===== src/design/ghss_map.svh =====
// Register offsets, field positions, reset values and command codes
`ifndef GHSS_MAP_SVH
`define GHSS_MAP_SVH
`define GHSS_SPOLL_RESP_OFS   8'h06
`define GHSS_HS_STATUS_OFS    8'h1B
`define GHSS_AUX_CMD_OFS      8'h05
`define GHSS_CFG_OFS          8'h20
`define GHSS_SPOLL_RST        8'h00
`define GHSS_HS_STATUS_RST    8'h00
`define GHSS_CFG_RST          8'h00
`define GHSS_EOS_RST          8'h00
`define GHSS_NL_CHAR          8'h0A
`define GHSS_SRQ_BIT          6
`define GHSS_NBA_BIT          7
`define GHSS_END_HOLDOFF_STATE_BIT         6
`define GHSS_ANH1_BIT         5
`define GHSS_ANH2_BIT         4
`define GHSS_DATA_ACCEPT_HOLDOFF_STATE_BIT         3
`define GHSS_ACCEPTOR_READY_FLAG_BIT        2
`define GHSS_SHA_BIT          1
`define GHSS_SHB_BIT          0
`define GHSS_CFG_DIR_IN_BIT   0
`define GHSS_CFG_EOS_EN_BIT   1
`define GHSS_CFG_NL_EN_BIT    2
`define GHSS_CFG_CONT_BIT     3
`define GHSS_CFG_MODE_LSB     4
`define GHSS_CMD_RELEASE_HOLDOFF         8'h03
`define GHSS_CMD_HOLD_IMMEDIATELY         8'h51
`define GHSS_CMD_LISTEN_CONTINUOUS_CMD     8'h13
`define GHSS_CMD_VALID        8'h0F
`define GHSS_CMD_INVALID      8'h07
`define GHSS_EOS_OFS          8'h21
`endif


===== src/design/ghss_pkg.sv =====
// Types for the handshake status and serial poll block
package ghss_pkg;
  typedef enum logic [2:0] {
    GHSS_SP_ONE   = 3'b001,
    GHSS_SP_TWO   = 3'b010,
    GHSS_SP_THREE = 3'b100
  } ghss_spmode_type;

  typedef struct packed {
    logic       wr;
    logic       rd;
    logic [7:0] addr;
    logic [7:0] wdata;
  } ghss_bus_type;

  typedef struct packed {
    logic       byte_stb;
    logic [7:0] byte_val;
    logic       eoi;
    logic       dac_holdoff;
    logic       holdoff_false;
    logic       fifo_empty;
    logic       acc_ready;
    logic       src_a;
    logic       src_b;
    logic       spoll_done;
  } ghss_evt_type;

  typedef struct packed {
    logic [7:0] spoll_resp;
    logic [7:0] cfg;
    logic [7:0] eos;
    logic       end_hold;
    logic       nrdy_hold;
    logic       imm_hold;
    logic       dac_hold;
    logic       service_pending;
    logic [7:0] rdata;
  } ghss_state_type;
endpackage


===== src/design/ghss_core.sv =====
// Handshake status register and serial poll response register
//
// Behaviour
// - New-byte-available is high when direction is not input and FIFO holds data.
// - End holdoff sets on EOI byte, enabled end-string match, or enabled newline.
// - End holdoff clears only on the release-holdoff command.
// - Not-ready holdoff sets on the same end conditions.
// - Not-ready holdoff also sets on any accepted byte outside continuous mode.
// - Not-ready holdoff clears on holdoff false, release-holdoff or continuous-listen.
// - Immediate holdoff sets on hold-immediately command, clears on release-holdoff.
// - Data-accept holdoff set while active, cleared by valid or invalid command.
// - Acceptor idle when attention set and listener not addressed.
// - Non-idle without DAV: ready bit clear is not-ready, set is ready.
// - Data-accept state: non-idle, DAV, ready; or not ready with attention and holdoff.
// - Wait-for-new-cycle: non-idle, not ready, DAV, qualified by attention and holdoff.
// - Source idle unless talker addressed and attention status both set.
// - Non-idle source state encoded in two bits: generate, delay, transfer.
// - Handshake status register is eight bits, read-only, offset 0x1B, reset 0x00.
// - Serial poll drives the response register onto the data lines, with bit 6 taken from RQS or service pending.
// - Status byte bits form the response; register is write-only, reset 0x00.
// - In mode two the request-service bit is returned as RQS.
// - In mode three setting the request-service bit asserts SRQ.
// - Service pending asserts on request in modes two and three, clears when serial polled.
`timescale 1ns/10ps
`include "ghss_map.svh"
module ghss_core (
  input  wire logic                  sys_clk_i,
  input  wire logic                  arst_n_i,
  input  wire ghss_pkg::ghss_bus_type bus_i,
  input  wire ghss_pkg::ghss_evt_type evt_i,
  input  wire logic                  listener_active_i,
  input  wire logic                  attention_line_status_i,
  input  wire logic                  speaker_selected_i,
  input  wire logic                  dav_i,
  input  wire logic                  spoll_active_i,
  output logic [7:0]                 rdata_o,
  output logic [7:0]                 dio_o,
  output logic                       dio_oe_n_o,
  output logic                       srq_o,
  output logic                       rqs_o,
  output logic                       service_pending_o,
  output logic [4:0]                 acceptor_state_o,
  output logic [3:0]                 source_state_o
);
  import ghss_pkg::*;

  ghss_state_type  st_q;
  ghss_state_type  st_d;
  logic [7:0]      status;
  logic            end_cond;
  logic            cmd_wr;
  ghss_spmode_type mode;
  logic            aids;
  logic            sids;
  logic            rsv;

  // Mode from two config bits; an unused code falls back to mode one
  always_comb
  begin
    case (st_q.cfg[`GHSS_CFG_MODE_LSB +: 2])
      2'h1:    mode = GHSS_SP_TWO;
      2'h2:    mode = GHSS_SP_THREE;
      default: mode = GHSS_SP_ONE;
    endcase
  end

  assign cmd_wr = bus_i.wr && (bus_i.addr == `GHSS_AUX_CMD_OFS);
  assign rsv    = st_q.spoll_resp[`GHSS_SRQ_BIT];
  assign end_cond = evt_i.byte_stb && (evt_i.eoi ||
    (st_q.cfg[`GHSS_CFG_EOS_EN_BIT] && evt_i.byte_val == st_q.eos) ||
    (st_q.cfg[`GHSS_CFG_NL_EN_BIT] && evt_i.byte_val == `GHSS_NL_CHAR));

  always_comb
  begin
    status = `GHSS_HS_STATUS_RST;
    status[`GHSS_NBA_BIT]   = !st_q.cfg[`GHSS_CFG_DIR_IN_BIT] && !evt_i.fifo_empty;
    status[`GHSS_END_HOLDOFF_STATE_BIT]  = st_q.end_hold;
    status[`GHSS_ANH1_BIT]  = st_q.nrdy_hold;
    status[`GHSS_ANH2_BIT]  = st_q.imm_hold;
    status[`GHSS_DATA_ACCEPT_HOLDOFF_STATE_BIT]  = st_q.dac_hold;
    status[`GHSS_ACCEPTOR_READY_FLAG_BIT] = evt_i.acc_ready;
    status[`GHSS_SHA_BIT]   = evt_i.src_a;
    status[`GHSS_SHB_BIT]   = evt_i.src_b;
  end

  always_comb
  begin
    st_d = st_q;
    if (bus_i.wr)
    begin
      case (bus_i.addr)
        `GHSS_SPOLL_RESP_OFS: st_d.spoll_resp = bus_i.wdata;
        `GHSS_CFG_OFS:        st_d.cfg = bus_i.wdata;
        `GHSS_EOS_OFS:        st_d.eos = bus_i.wdata;
        default:              st_d.cfg = st_q.cfg;
      endcase
    end
    // Holdoff clears first so a same-cycle set wins; service pending yields to poll done
    if (cmd_wr && bus_i.wdata == `GHSS_CMD_RELEASE_HOLDOFF)
    begin
      st_d.end_hold = 1'b0;
      st_d.imm_hold = 1'b0;
    end
    if (evt_i.holdoff_false || (cmd_wr && (bus_i.wdata == `GHSS_CMD_RELEASE_HOLDOFF ||
        bus_i.wdata == `GHSS_CMD_LISTEN_CONTINUOUS_CMD)))
      st_d.nrdy_hold = 1'b0;
    if (cmd_wr && (bus_i.wdata == `GHSS_CMD_VALID || bus_i.wdata == `GHSS_CMD_INVALID))
      st_d.dac_hold = 1'b0;
    if (end_cond)
    begin
      st_d.end_hold  = 1'b1;
      st_d.nrdy_hold = 1'b1;
    end
    if (evt_i.byte_stb && !st_q.cfg[`GHSS_CFG_CONT_BIT])
      st_d.nrdy_hold = 1'b1;
    if (cmd_wr && bus_i.wdata == `GHSS_CMD_HOLD_IMMEDIATELY)
      st_d.imm_hold = 1'b1;
    if (evt_i.dac_holdoff)
      st_d.dac_hold = 1'b1;
    if (evt_i.spoll_done)
      st_d.service_pending = 1'b0;
    if (mode != GHSS_SP_ONE && rsv && !evt_i.spoll_done)
      st_d.service_pending = 1'b1;
    // Read has no side effect; the response register reads as zero
    st_d.rdata = (bus_i.rd && bus_i.addr == `GHSS_HS_STATUS_OFS) ? status : 8'h00;
  end

  always_ff @(posedge sys_clk_i or negedge arst_n_i)
  begin
    if (!arst_n_i)
    begin
      st_q <= '0;
      st_q.spoll_resp <= `GHSS_SPOLL_RST;
      st_q.cfg        <= `GHSS_CFG_RST;
      st_q.eos        <= `GHSS_EOS_RST;
    end
    else
      st_q <= st_d;
  end

  // Mode one never answers with RQS; software keeps the bit clear there
  assign rqs_o = (mode == GHSS_SP_TWO) && rsv;
  assign srq_o = ((mode == GHSS_SP_THREE) && rsv) || st_q.service_pending;
  assign dio_o = {st_q.spoll_resp[7], rqs_o || st_q.service_pending, st_q.spoll_resp[5:0]};
  assign dio_oe_n_o = !spoll_active_i;
  assign service_pending_o = st_q.service_pending;
  assign rdata_o = st_q.rdata;

  assign aids = attention_line_status_i && !listener_active_i;
  assign acceptor_state_o[0] = aids;
  assign acceptor_state_o[1] = !aids && !evt_i.acc_ready && !dav_i;
  assign acceptor_state_o[2] = !aids && evt_i.acc_ready && !dav_i;
  assign acceptor_state_o[3] = !aids && dav_i && (evt_i.acc_ready ||
    (attention_line_status_i && st_q.dac_hold));
  assign acceptor_state_o[4] = !aids && !evt_i.acc_ready && dav_i &&
    attention_line_status_i && st_q.dac_hold;
  assign sids = !(speaker_selected_i && attention_line_status_i);
  assign source_state_o[0] = sids;
  assign source_state_o[1] = !sids && !evt_i.src_a && !evt_i.src_b;
  assign source_state_o[2] = !sids && evt_i.src_a;
  assign source_state_o[3] = !sids && !evt_i.src_a && evt_i.src_b;
endmodule


===== config.mk =====
export PLATFORM = sky130hd
export DESIGN_NAME = ghss_core
export DESIGN_NICKNAME = d
export VERILOG_FILES = /design/src/design/ghss_pkg.sv /design/src/design/ghss_core.sv
export VERILOG_INCLUDE_DIRS = /design/src /design/src/design
export SDC_FILE = /design/constraint.sdc
export NUM_CORES = 1
export LEC_CHECK = 0
export BUFFER_PORTS_ARGS = -buffer_cell sky130_fd_sc_hd__buf_2
export CAP_MARGIN = 25
export CORE_ASPECT_RATIO = 1.25
export CORE_UTILIZATION = 50
export DETAILED_ROUTE_END_ITERATION = 10
export PLACE_DENSITY = 0.85
export SLEW_MARGIN = 20
export SYNTH_ARGS = -nofsm -noshare
export SYNTH_HDL_FRONTEND = slang
export SYNTH_SLANG_ARGS = --single-unit

===== constraint.sdc =====
create_clock -name sys_clk_i -period 3.34 [get_ports sys_clk_i]
set_input_delay 0.334 -clock sys_clk_i [delete_from_list [all_inputs] [get_ports sys_clk_i]]
set_output_delay 0.334 -clock sys_clk_i [all_outputs]
set_load 0.005 [all_outputs]

Word-level counts from Yosys, hierarchy flattened:

Index checks and enable logic that the tools add are counted.

* input bits: 42
* bits in latches: 0
* memories kept: 0
* word-level logic and storage cells: 96
* bits in writable memories: 0
* register bits after elaboration: 35
* bits in read-only memories: 0

* shift-type cells: 0
* $lt $le $gt $ge: 0
* muxes and demuxes: 11
* reductions and logical operators: 59
* bitwise gates (word level): 0
* add/sub/neg operators: 0
* multiply operators: 0
* div/mod/pow operators: 0
* eq/ne operators: 17

Operators by type and width (count)
* $logic_and 1x1->1: 31
* $eq 8x3->1 const B: 3
* $eq 8x4->1 const B: 2
* $eq 8x5->1 const B: 2
* $eq 8x6->1 const B: 2
* $logic_not 1->1: 12
* $eq 8x2->1 const B: 1
* $eq 8x7->1 const B: 1
* $eq 8x8->1: 1
* $logic_or 1x1->1: 8
* $mux 1: 8
* $mux 8: 1
* $reduce_bool 2->1: 4
* $pmux 3 s2: 1
* $reduce_and 2->1: 3
* $eq 3x2->1 const B: 1
* $eq 3x3->1 const B: 1
* $ne 3x1->1 const B: 1
* $reduce_bool 3->1: 1
* $eq 2x1->1 const B: 1
* $eq 2x2->1 const B: 1
* $mux 2: 1

Longest topological paths before layout:

Gate-level depths: netlist (run 1).

* depth after elaboration: 7
* depth in mapped cells: 5

Worst setup path before layout (run 1):

Ideal clock, no wire load.

* kind: in2reg
* start: input port bus_i[9] (netlist bit)
* end: register st_q[13] (netlist bit)
* stages: 4
* required time: 3.215 ns
* arrival: 1.212 ns
* slack: 2.003 ns
* cells stage by stage: nor3_1 -> and2_4 -> nand3_4 -> mux2_2

* cells in the longest elaborated chain, start to end: 2

RTL lines
* start: declaration: line ghss_core.sv:29 `input wire ghss_pkg::ghss_bus_type bus_i,`
* $eq 8x6->1: line ghss_core.sv:91 `case (bus_i.addr)`
* $reduce_and 2->1 (no line)
* end signal: assignment: line ghss_core.sv:138 `st_q <= st_d;`
* end: declaration: line ghss_core.sv:47 `ghss_state_type st_q;`

No other way between the ends.
A chain may end at the register's enable or synchronous reset.

Worst setup path in the final report (run 1):

* start: register st_q[25] (netlist bit)
* end: output port dio_o[6]

* cells in the longest elaborated chain, start to end: 5
* elaborated cells between the ends (all ways): 6

RTL lines
* $eq 2x2->1 / $eq 2x1->1 (equally long branches): line ghss_core.sv:60 `` case (st_q.cfg[`GHSS_CFG_MODE_LSB +: 2]) ``
* $pmux 3 s2 *: line ghss_core.sv:60
* $eq 3x2->1 *: line ghss_core.sv:142 `assign rqs_o = (mode == GHSS_SP_TWO) && rsv;`
* $logic_and 1x1->1 *: line ghss_core.sv:142
* $logic_or 1x1->1 *: line ghss_core.sv:144 `assign dio_o = {st_q.spoll_resp[7], rqs_o || st_q.service_pending, st_q.spoll_resp[5:0]};`
* end: declaration: line ghss_core.sv:37 `output logic [7:0] dio_o,`

Every way passes the cells marked *; elsewhere a longest branch is shown, timed or not.

==> results.sh, run 1 <==
export IMPL_synth_async_reset_ratio=1.00
export IMPL_layout_drive_gt1_share=0.488
export IMPL_worst_path_buf_inv=1
export IMPL_worstMarginPinSlew_ns=0.767
export IMPL_crit_fanout=3
export IMPL_worst_setup_path_type="reg -> out"
export IMPL_finalCritPeriodShare=0.522
export IMPL_cts_root_buf="clkbuf_8"
export IMPL_netlist_area_um2=1830
export IMPL_grt_pass1_wl_mm=5.91
export IMPL_p_leak_nw=1.24
export IMPL_ys_top_cells_by_area="dfrtp_1 (48%), mux2_2 (12%), buf_4 (7.0%), xor2_1 (3.4%), and2_1 (3.1%)"
export IMPL_postRouteAntennaNets=0
export IMPL_grt_ovfl_total=0
export IMPL_switching_share=0.232
export IMPL_peakVddDrop_uv=284
export IMPL_internal_power_uw=674
export IMPL_use_met3=0.0616
export IMPL_dieArea_um2=3910
export IMPL_max_cap_violations=0
export IMPL_vias=1387
export IMPL_cts_sinks=35
export IMPL_grt_pass1_vias=1401
export IMPL_hpwl_mm=2.80
export IMPL_start_util=0.525
export IMPL_slew_headroom=0.488
export IMPL_power_density_nw_per_um2=399
export IMPL_syn_area_per_cell_um2=11.9
export IMPL_cts_hold_buffers=0
export IMPL_core_um2=3480
export IMPL_synth_cell_types=39
export IMPL_syn_inst=154
export IMPL_busiest_layer="met2"
export IMPL_fill_cells=292
export IMPL_postCtsSetupBuffers=0
export IMPL_use_met1=0.204
export IMPL_finClkSkew_ns=0.00331
export IMPL_area_growth_pct=20.3
export IMPL_cp_end_kind="output port"
export IMPL_drt_pre_antenna_iters=5
export IMPL_rows=24
export IMPL_ff2ff_path_depth=4
export IMPL_viasPerCell=5.46
export IMPL_slowest_stage="dfrtp_1"
export IMPL_postPlaceCellArea_um2=2100
export IMPL_cts_inserted_buffers=5
export IMPL_synth_most_common_cell="dfrtp_1"
export IMPL_setup_violations=0
export IMPL_synth_top_area_cell="dfrtp_1"
export IMPL_r2r_slack_ns=2.05
export IMPL_path_clk_slew_ns=0.07
export IMPL_grt_max_degree=36
export IMPL_cts_buffer_depth=2
export IMPL_finalCriticalPeriod_ns=1.74
export IMPL_crit_required_ns=3.01
export IMPL_reg2reg_from="st_q[23]"
export IMPL_synth_edf_count=0
export IMPL_ctsHtreeMaxLevel=2
export IMPL_diodes=0
export IMPL_clockPowerShare=0.379
export IMPL_p_sw_uw=204
export IMPL_crit_chain="ha_1 > and2_1 > or2_2 > buf_2"
export IMPL_yosysSeqAreaShare=0.479
export IMPL_placed_cells=246
export IMPL_antenna_found_initial=0
export IMPL_final_cells=254
export IMPL_worstSkewPairLatency_ns=0.29
export IMPL_die_w_um=56.1
export IMPL_power_uw=878
export IMPL_ys_seq_elements=35
export IMPL_wl_per_cell_um=14.2
export IMPL_stdcell_area_um2=2200
export IMPL_rsz0062_at_grt="false"
export IMPL_status="finished, final reports clean"
export IMPL_syn_num_nets=198
export IMPL_rr_endpoint="st_q[11]"
export IMPL_synth_common_cells="dfrtp_1 (35), mux2_2 (19), buf_4 (17), and2_1 (9), inv_1 (9)"
export IMPL_maxSlewViolCount=0
export IMPL_drc=0
export IMPL_cp_start_kind="flip-flop"
export IMPL_synth_top_area_frac=0.479
export IMPL_finalHoldViolCount=0
export IMPL_power_share_sequential=0.507
export IMPL_use_met2=0.360
export IMPL_preCtsSetupSlack_ns=1.73
export IMPL_setup_ws_ns=1.60
export IMPL_setup_tns_ns=0
export IMPL_synth_ff_type="dfrtp_1"
export IMPL_gp_congestion=0.744
export IMPL_min_path_type="in -> async"
export IMPL_combPwrFrac=0.114
export IMPL_post_cts_resize_count=0
export IMPL_max_freq_mhz=573
export IMPL_grtUsageTotal=0.199
export IMPL_nNetsFinal=258
export IMPL_cts_tree="built"
export IMPL_routed_wl_mm=3.60
export IMPL_yosysWarnings=0
export IMPL_max_stage_delay_ns=0.39
export IMPL_crit_family="simple AND/OR/NAND/NOR gates"
export IMPL_ios=71
export IMPL_drtIter0Drc=27
export IMPL_critPathArrivalTime_ns=1.41
export IMPL_dieHeight_um=69.6
export IMPL_port_buffers=70
-- final cells by class --
cell class / count / area (µm²) / share of cell area
sequential: 35 / 876 / 0.398
inverter: 9 / 33.8 / 0.0153
tap: 39 / 48.8 / 0.0222
multi-input combinational: 93 / 792 / 0.360
clock buffer: 8 / 100 / 0.0455
timing repair buffer: 70 / 350 / 0.159
-- per-stage QoR --
step                      hold slack (ns)  utilization
after global routing                0.177        0.632
after floorplan                    0.0384            -
after global placement              0.430        0.603
after detailed placement            0.448        0.603
after CTS                           0.139        0.632
final                               0.116        0.632
-- state kept, by name (all words and copies together) (netlist names) --
name               flops
dio_o                  7
rdata_o                8
rsv                    1
service_pending_o      1
st_q                  18
-- layer usage --
layer  wire [µm]  vias to the layer above  share of wire
met5           0                        -              0
met4          78                        0          0.022
met3         240                       11          0.067
met2        1920                       62           0.53
met1        1360                      672           0.38
li1            -                      642              -
-- cell families (layout without fill, tap and decap cells) --
| logic type | after synthesis | in the layout | synth area share |
|---|---|---|---|
| and+or+nand+nor | 49 | 49 | 0.203 |
| DFF | 35 | 35 | 0.479 |
| buffers and inverters | 26 | 87 | 0.0882 |
| muxes | 20 | 20 | 0.125 |
| AOI/OAI and AO/OA | 14 | 14 | 0.0527 |
| xor gates and xnor gates | 8 | 8 | 0.0383 |
| adders and majority gates | 2 | 2 | 0.0137 |
-- cells in the final DEF, fill, tap and decap left out, types with 3 or more instances in the layout --
cell type / synthesis / final
xor2_1: 7 / 7
mux2_2: 19 / 19
nor3_1: 5 / 5
inv_1: 9 / 9
buf_2: 0 / 70
nor3b_1: 5 / 5
nand2_1: 4 / 4
and2_1: 9 / 9
o21ai_0: 3 / 3
nand4_1: 3 / 3
clkbuf_8: 0 / 7
nor2_1: 3 / 3
dfrtp_1: 35 / 35
-- worst max-delay path by stage --
stage / cells past startpoint / slack (ns) / from / endpoint
after global routing: 5 / 1.50 / st_q[26] / dio_o[6]
after detailed placement: 5 / 1.73 / bus_i[2] / st_q[10]
after global placement: 5 / 1.76 / bus_i[2] / st_q[10]
after floorplan: 4 / 2.00 / bus_i[9] / st_q[13]
after CTS: 4 / 1.58 / st_q[25] / dio_o[6]
final: 4 / 1.60 / st_q[25] / dio_o[6]
-- power by group through the flow --
stage,registers (mW),logic [mW],clock network [mW]
after floorplan,0.451,0.0467,0
after global placement,0.453,0.0975,0
after detailed placement,0.454,0.100,0
after CTS,0.446,0.101,0.341
after global routing,0.447,0.110,0.360
final,0.446,0.0999,0.333
-- worst reg2reg max path, cell delays in order (launching register included) --
cell	delay, ns
dfrtp_1	0.38
nor4b_1	0.14
a41o_1	0.25
a311oi_1	0.28
o22ai_1	0.12
Note: power is estimated with default switching activity, not from simulation.
==> run 2, diff against run 1 <==
Settings changed: CORE_UTILIZATION 50 to 44, PLACE_DENSITY 0.85 to 0.79.
Clock period 3.34 ns to 1.47 ns, I/O delays scaled along.
==> results.sh, run 2 (same netlist as run 1, synthesis figures left out) <==
export IMPL_status="finished with violations"
export IMPL_violations="negative setup slack"
export IMPL_setup_ws_ns=-0.0157
export IMPL_stdcell_area_um2=2340
export IMPL_combPwrFrac=0.116
export IMPL_max_freq_mhz=673
export IMPL_routed_wl_mm=3.74
export IMPL_internal_power_mw=1.67
export IMPL_grt_pass1_wl_mm=5.91
export IMPL_core_um2=3880
export IMPL_cts_tree="built"
export IMPL_diodes=0
export IMPL_antenna_found_initial=0
export IMPL_grt_max_degree=36
export IMPL_crit_family="flip-flops"
export IMPL_grt_pass1_vias=1322
export IMPL_crit_required_ns=1.32
export IMPL_nNetsFinal=267
export IMPL_finClkSkew_ns=0.00766
export IMPL_final_cell_mix="buf_2 (69), dfrtp_1 (35), mux2_2 (19)"
export IMPL_grt_ovfl_total=0
export IMPL_worstSkewPairLatency_ns=0.29
export IMPL_hpwl_mm=2.82
export IMPL_vias=1373
export IMPL_die_w_um=59.7
export IMPL_holdPathStages=2
export IMPL_postRouteAntennaNets=0
export IMPL_maxSlewViolCount=0
export IMPL_viasPerCell=4.94
export IMPL_finalHoldViolCount=0
export IMPL_largest_reg_flops=18
export IMPL_finalCriticalPeriod_ns=1.49
export IMPL_ff2ff_path_depth=4
export IMPL_peakVddDrop_uv=573
export IMPL_power_share_sequential=0.469
export IMPL_p_leak_nw=1.29
export IMPL_power_density_nw_per_um2=924
export IMPL_largest_register="st_q"
export IMPL_max_stage_delay_ns=0.40
export IMPL_crit_fanout=2
export IMPL_ios=71
export IMPL_drtIter0Drc=39
export IMPL_layout_drive_gt1_share=0.518
export IMPL_p_sw_uw=490
export IMPL_drt_pre_antenna_iters=4
export IMPL_setup_violations=1
export IMPL_min_path_type="in -> reg"
export IMPL_slew_headroom=0.710
export IMPL_dieArea_um2=4420
export IMPL_path_clk_slew_ns=0.07
export IMPL_cp_start_kind="flip-flop"
export IMPL_start_util=0.472
export IMPL_holdPathEnd="st_q[9]"
export IMPL_switching_share=0.227
export IMPL_gp_congestion=0.857
export IMPL_cp_end_kind="output port"
export IMPL_rsz0062_at_grt="true"
export IMPL_max_cap_violations=0
export IMPL_clockPowerShare=0.415
export IMPL_area_growth_pct=27.8
export IMPL_worst_path_buf_inv=1
export IMPL_wl_per_cell_um=13.4
export IMPL_fill_cells=342
export IMPL_dieHeight_um=74.1
export IMPL_r2r_slack_ns=0.17
export IMPL_reg2reg_from="st_q[23]"
export IMPL_grtUsageTotal=0.185
export IMPL_min_delay_start="evt_i[6]"
export IMPL_finalCritPeriodShare=1.01
export IMPL_crit_chain="ha_2 > and2_4 > or2_4 > buf_6"
export IMPL_cts_buffer_depth=2
export IMPL_worstMarginPinSlew_ns=0.435
export IMPL_mostFrequentLayoutCell="buf_2"
export IMPL_final_core_util=0.603
export IMPL_worst_setup_path_type="reg -> out"
export IMPL_cts_inserted_buffers=5
export IMPL_slowest_stage="dfrtp_1"
export IMPL_critPathArrivalTime_ns=1.34
export IMPL_cts_sinks=35
export IMPL_rr_endpoint="st_q[11]"
export IMPL_ctsHtreeMaxLevel=2
export IMPL_cts_root_buf="clkbuf_8"
export IMPL_port_buffers=70
export IMPL_postPlaceCellArea_um2=2150
export IMPL_rows=25
export IMPL_drc=0
run 2: changes by cell type in the layout (fill, tap and decap cells not counted), moves of 2 or more:
| cell | change |
|---|---|
| buf_4 | +5 |
| buf_6 | +2 |
| dlygate4sd3_1 | +3 |
| ha_1 | -2 |
| ha_2 | +2 |
run 2: area by class of cell:
type / instances / area (µm²) / area share
clock buffer: 6 / 82.6 / 0.0353
clock inverter: 2 / 35.0 / 0.0150
inverter: 9 / 33.8 / 0.0144
multi-input combinational: 93 / 808 / 0.346
sequential: 35 / 876 / 0.375
tap: 54 / 67.6 / 0.0289
timing repair buffer: 79 / 435 / 0.186
run 2: worst max path at each step:
stage,start,endpoint,slack (ns),depth (start not counted)
global placement,bus_i[15],st_q[18],0.02,5
finish,st_q[25],dio_o[6],-0.02,4
global route,st_q[26],dio_o[6],-0.06,5
detailed placement,bus_i[15],st_q[13],0.007,5
floorplan,st_q[23],st_q[11],0.31,4
CTS,st_q[26],dio_o[6],0.001,5
run 2: per-layer routing:
metal | global-route usage | share of wire | up-vias
li1 | - | - | 661
met4 | 0.0724 | 0.011 | 0
met3 | 0.0504 | 0.052 | 4
met1 | 0.213 | 0.43 | 656
met5 | 0 | 0 | -
met2 | 0.321 | 0.51 | 52
run 2: stage by stage:
stage | TNS [ns] | power [mW] | worst slack, ns | instances | hold WS, ns
after CTS | 0 | 2.18 | 0.00127 | 278 | 0.0374
after detailed placement | 0 | 1.27 | 0.00676 | 265 | 0.206
after global placement | 0 | 1.26 | 0.0232 | 265 | 0.203
after global routing | -0.0611 | 2.25 | -0.0611 | 278 | 0.0486
after floorplan | 0 | 1.13 | 0.306 | 154 | -0.149
final | -0.0157 | 2.16 | -0.0157 | 278 | 0.0425
run 2: repair_timing:
item	in CTS	in global routing
pin swaps	1	0
buffers inserted	2	0
hold buffers	3	0
endpoints found under the setup margin	1	3
endpoints found under the hold margin	37	0
gates resized for setup	3	4
run 2: power by group through the flow:
| stage | combinational, mW | sequential (mW) | clock [mW] |
|---|---|---|---|
| 2_1_floorplan | 0.106 | 1.03 | 0 |
| 3_3_place_gp | 0.232 | 1.03 | 0 |
| 3_5_place_dp | 0.237 | 1.03 | 0 |
| 4_1_cts | 0.249 | 1.01 | 0.915 |
| 5_1_grt | 0.279 | 1.02 | 0.951 |
| 6_report | 0.250 | 1.01 | 0.897 |
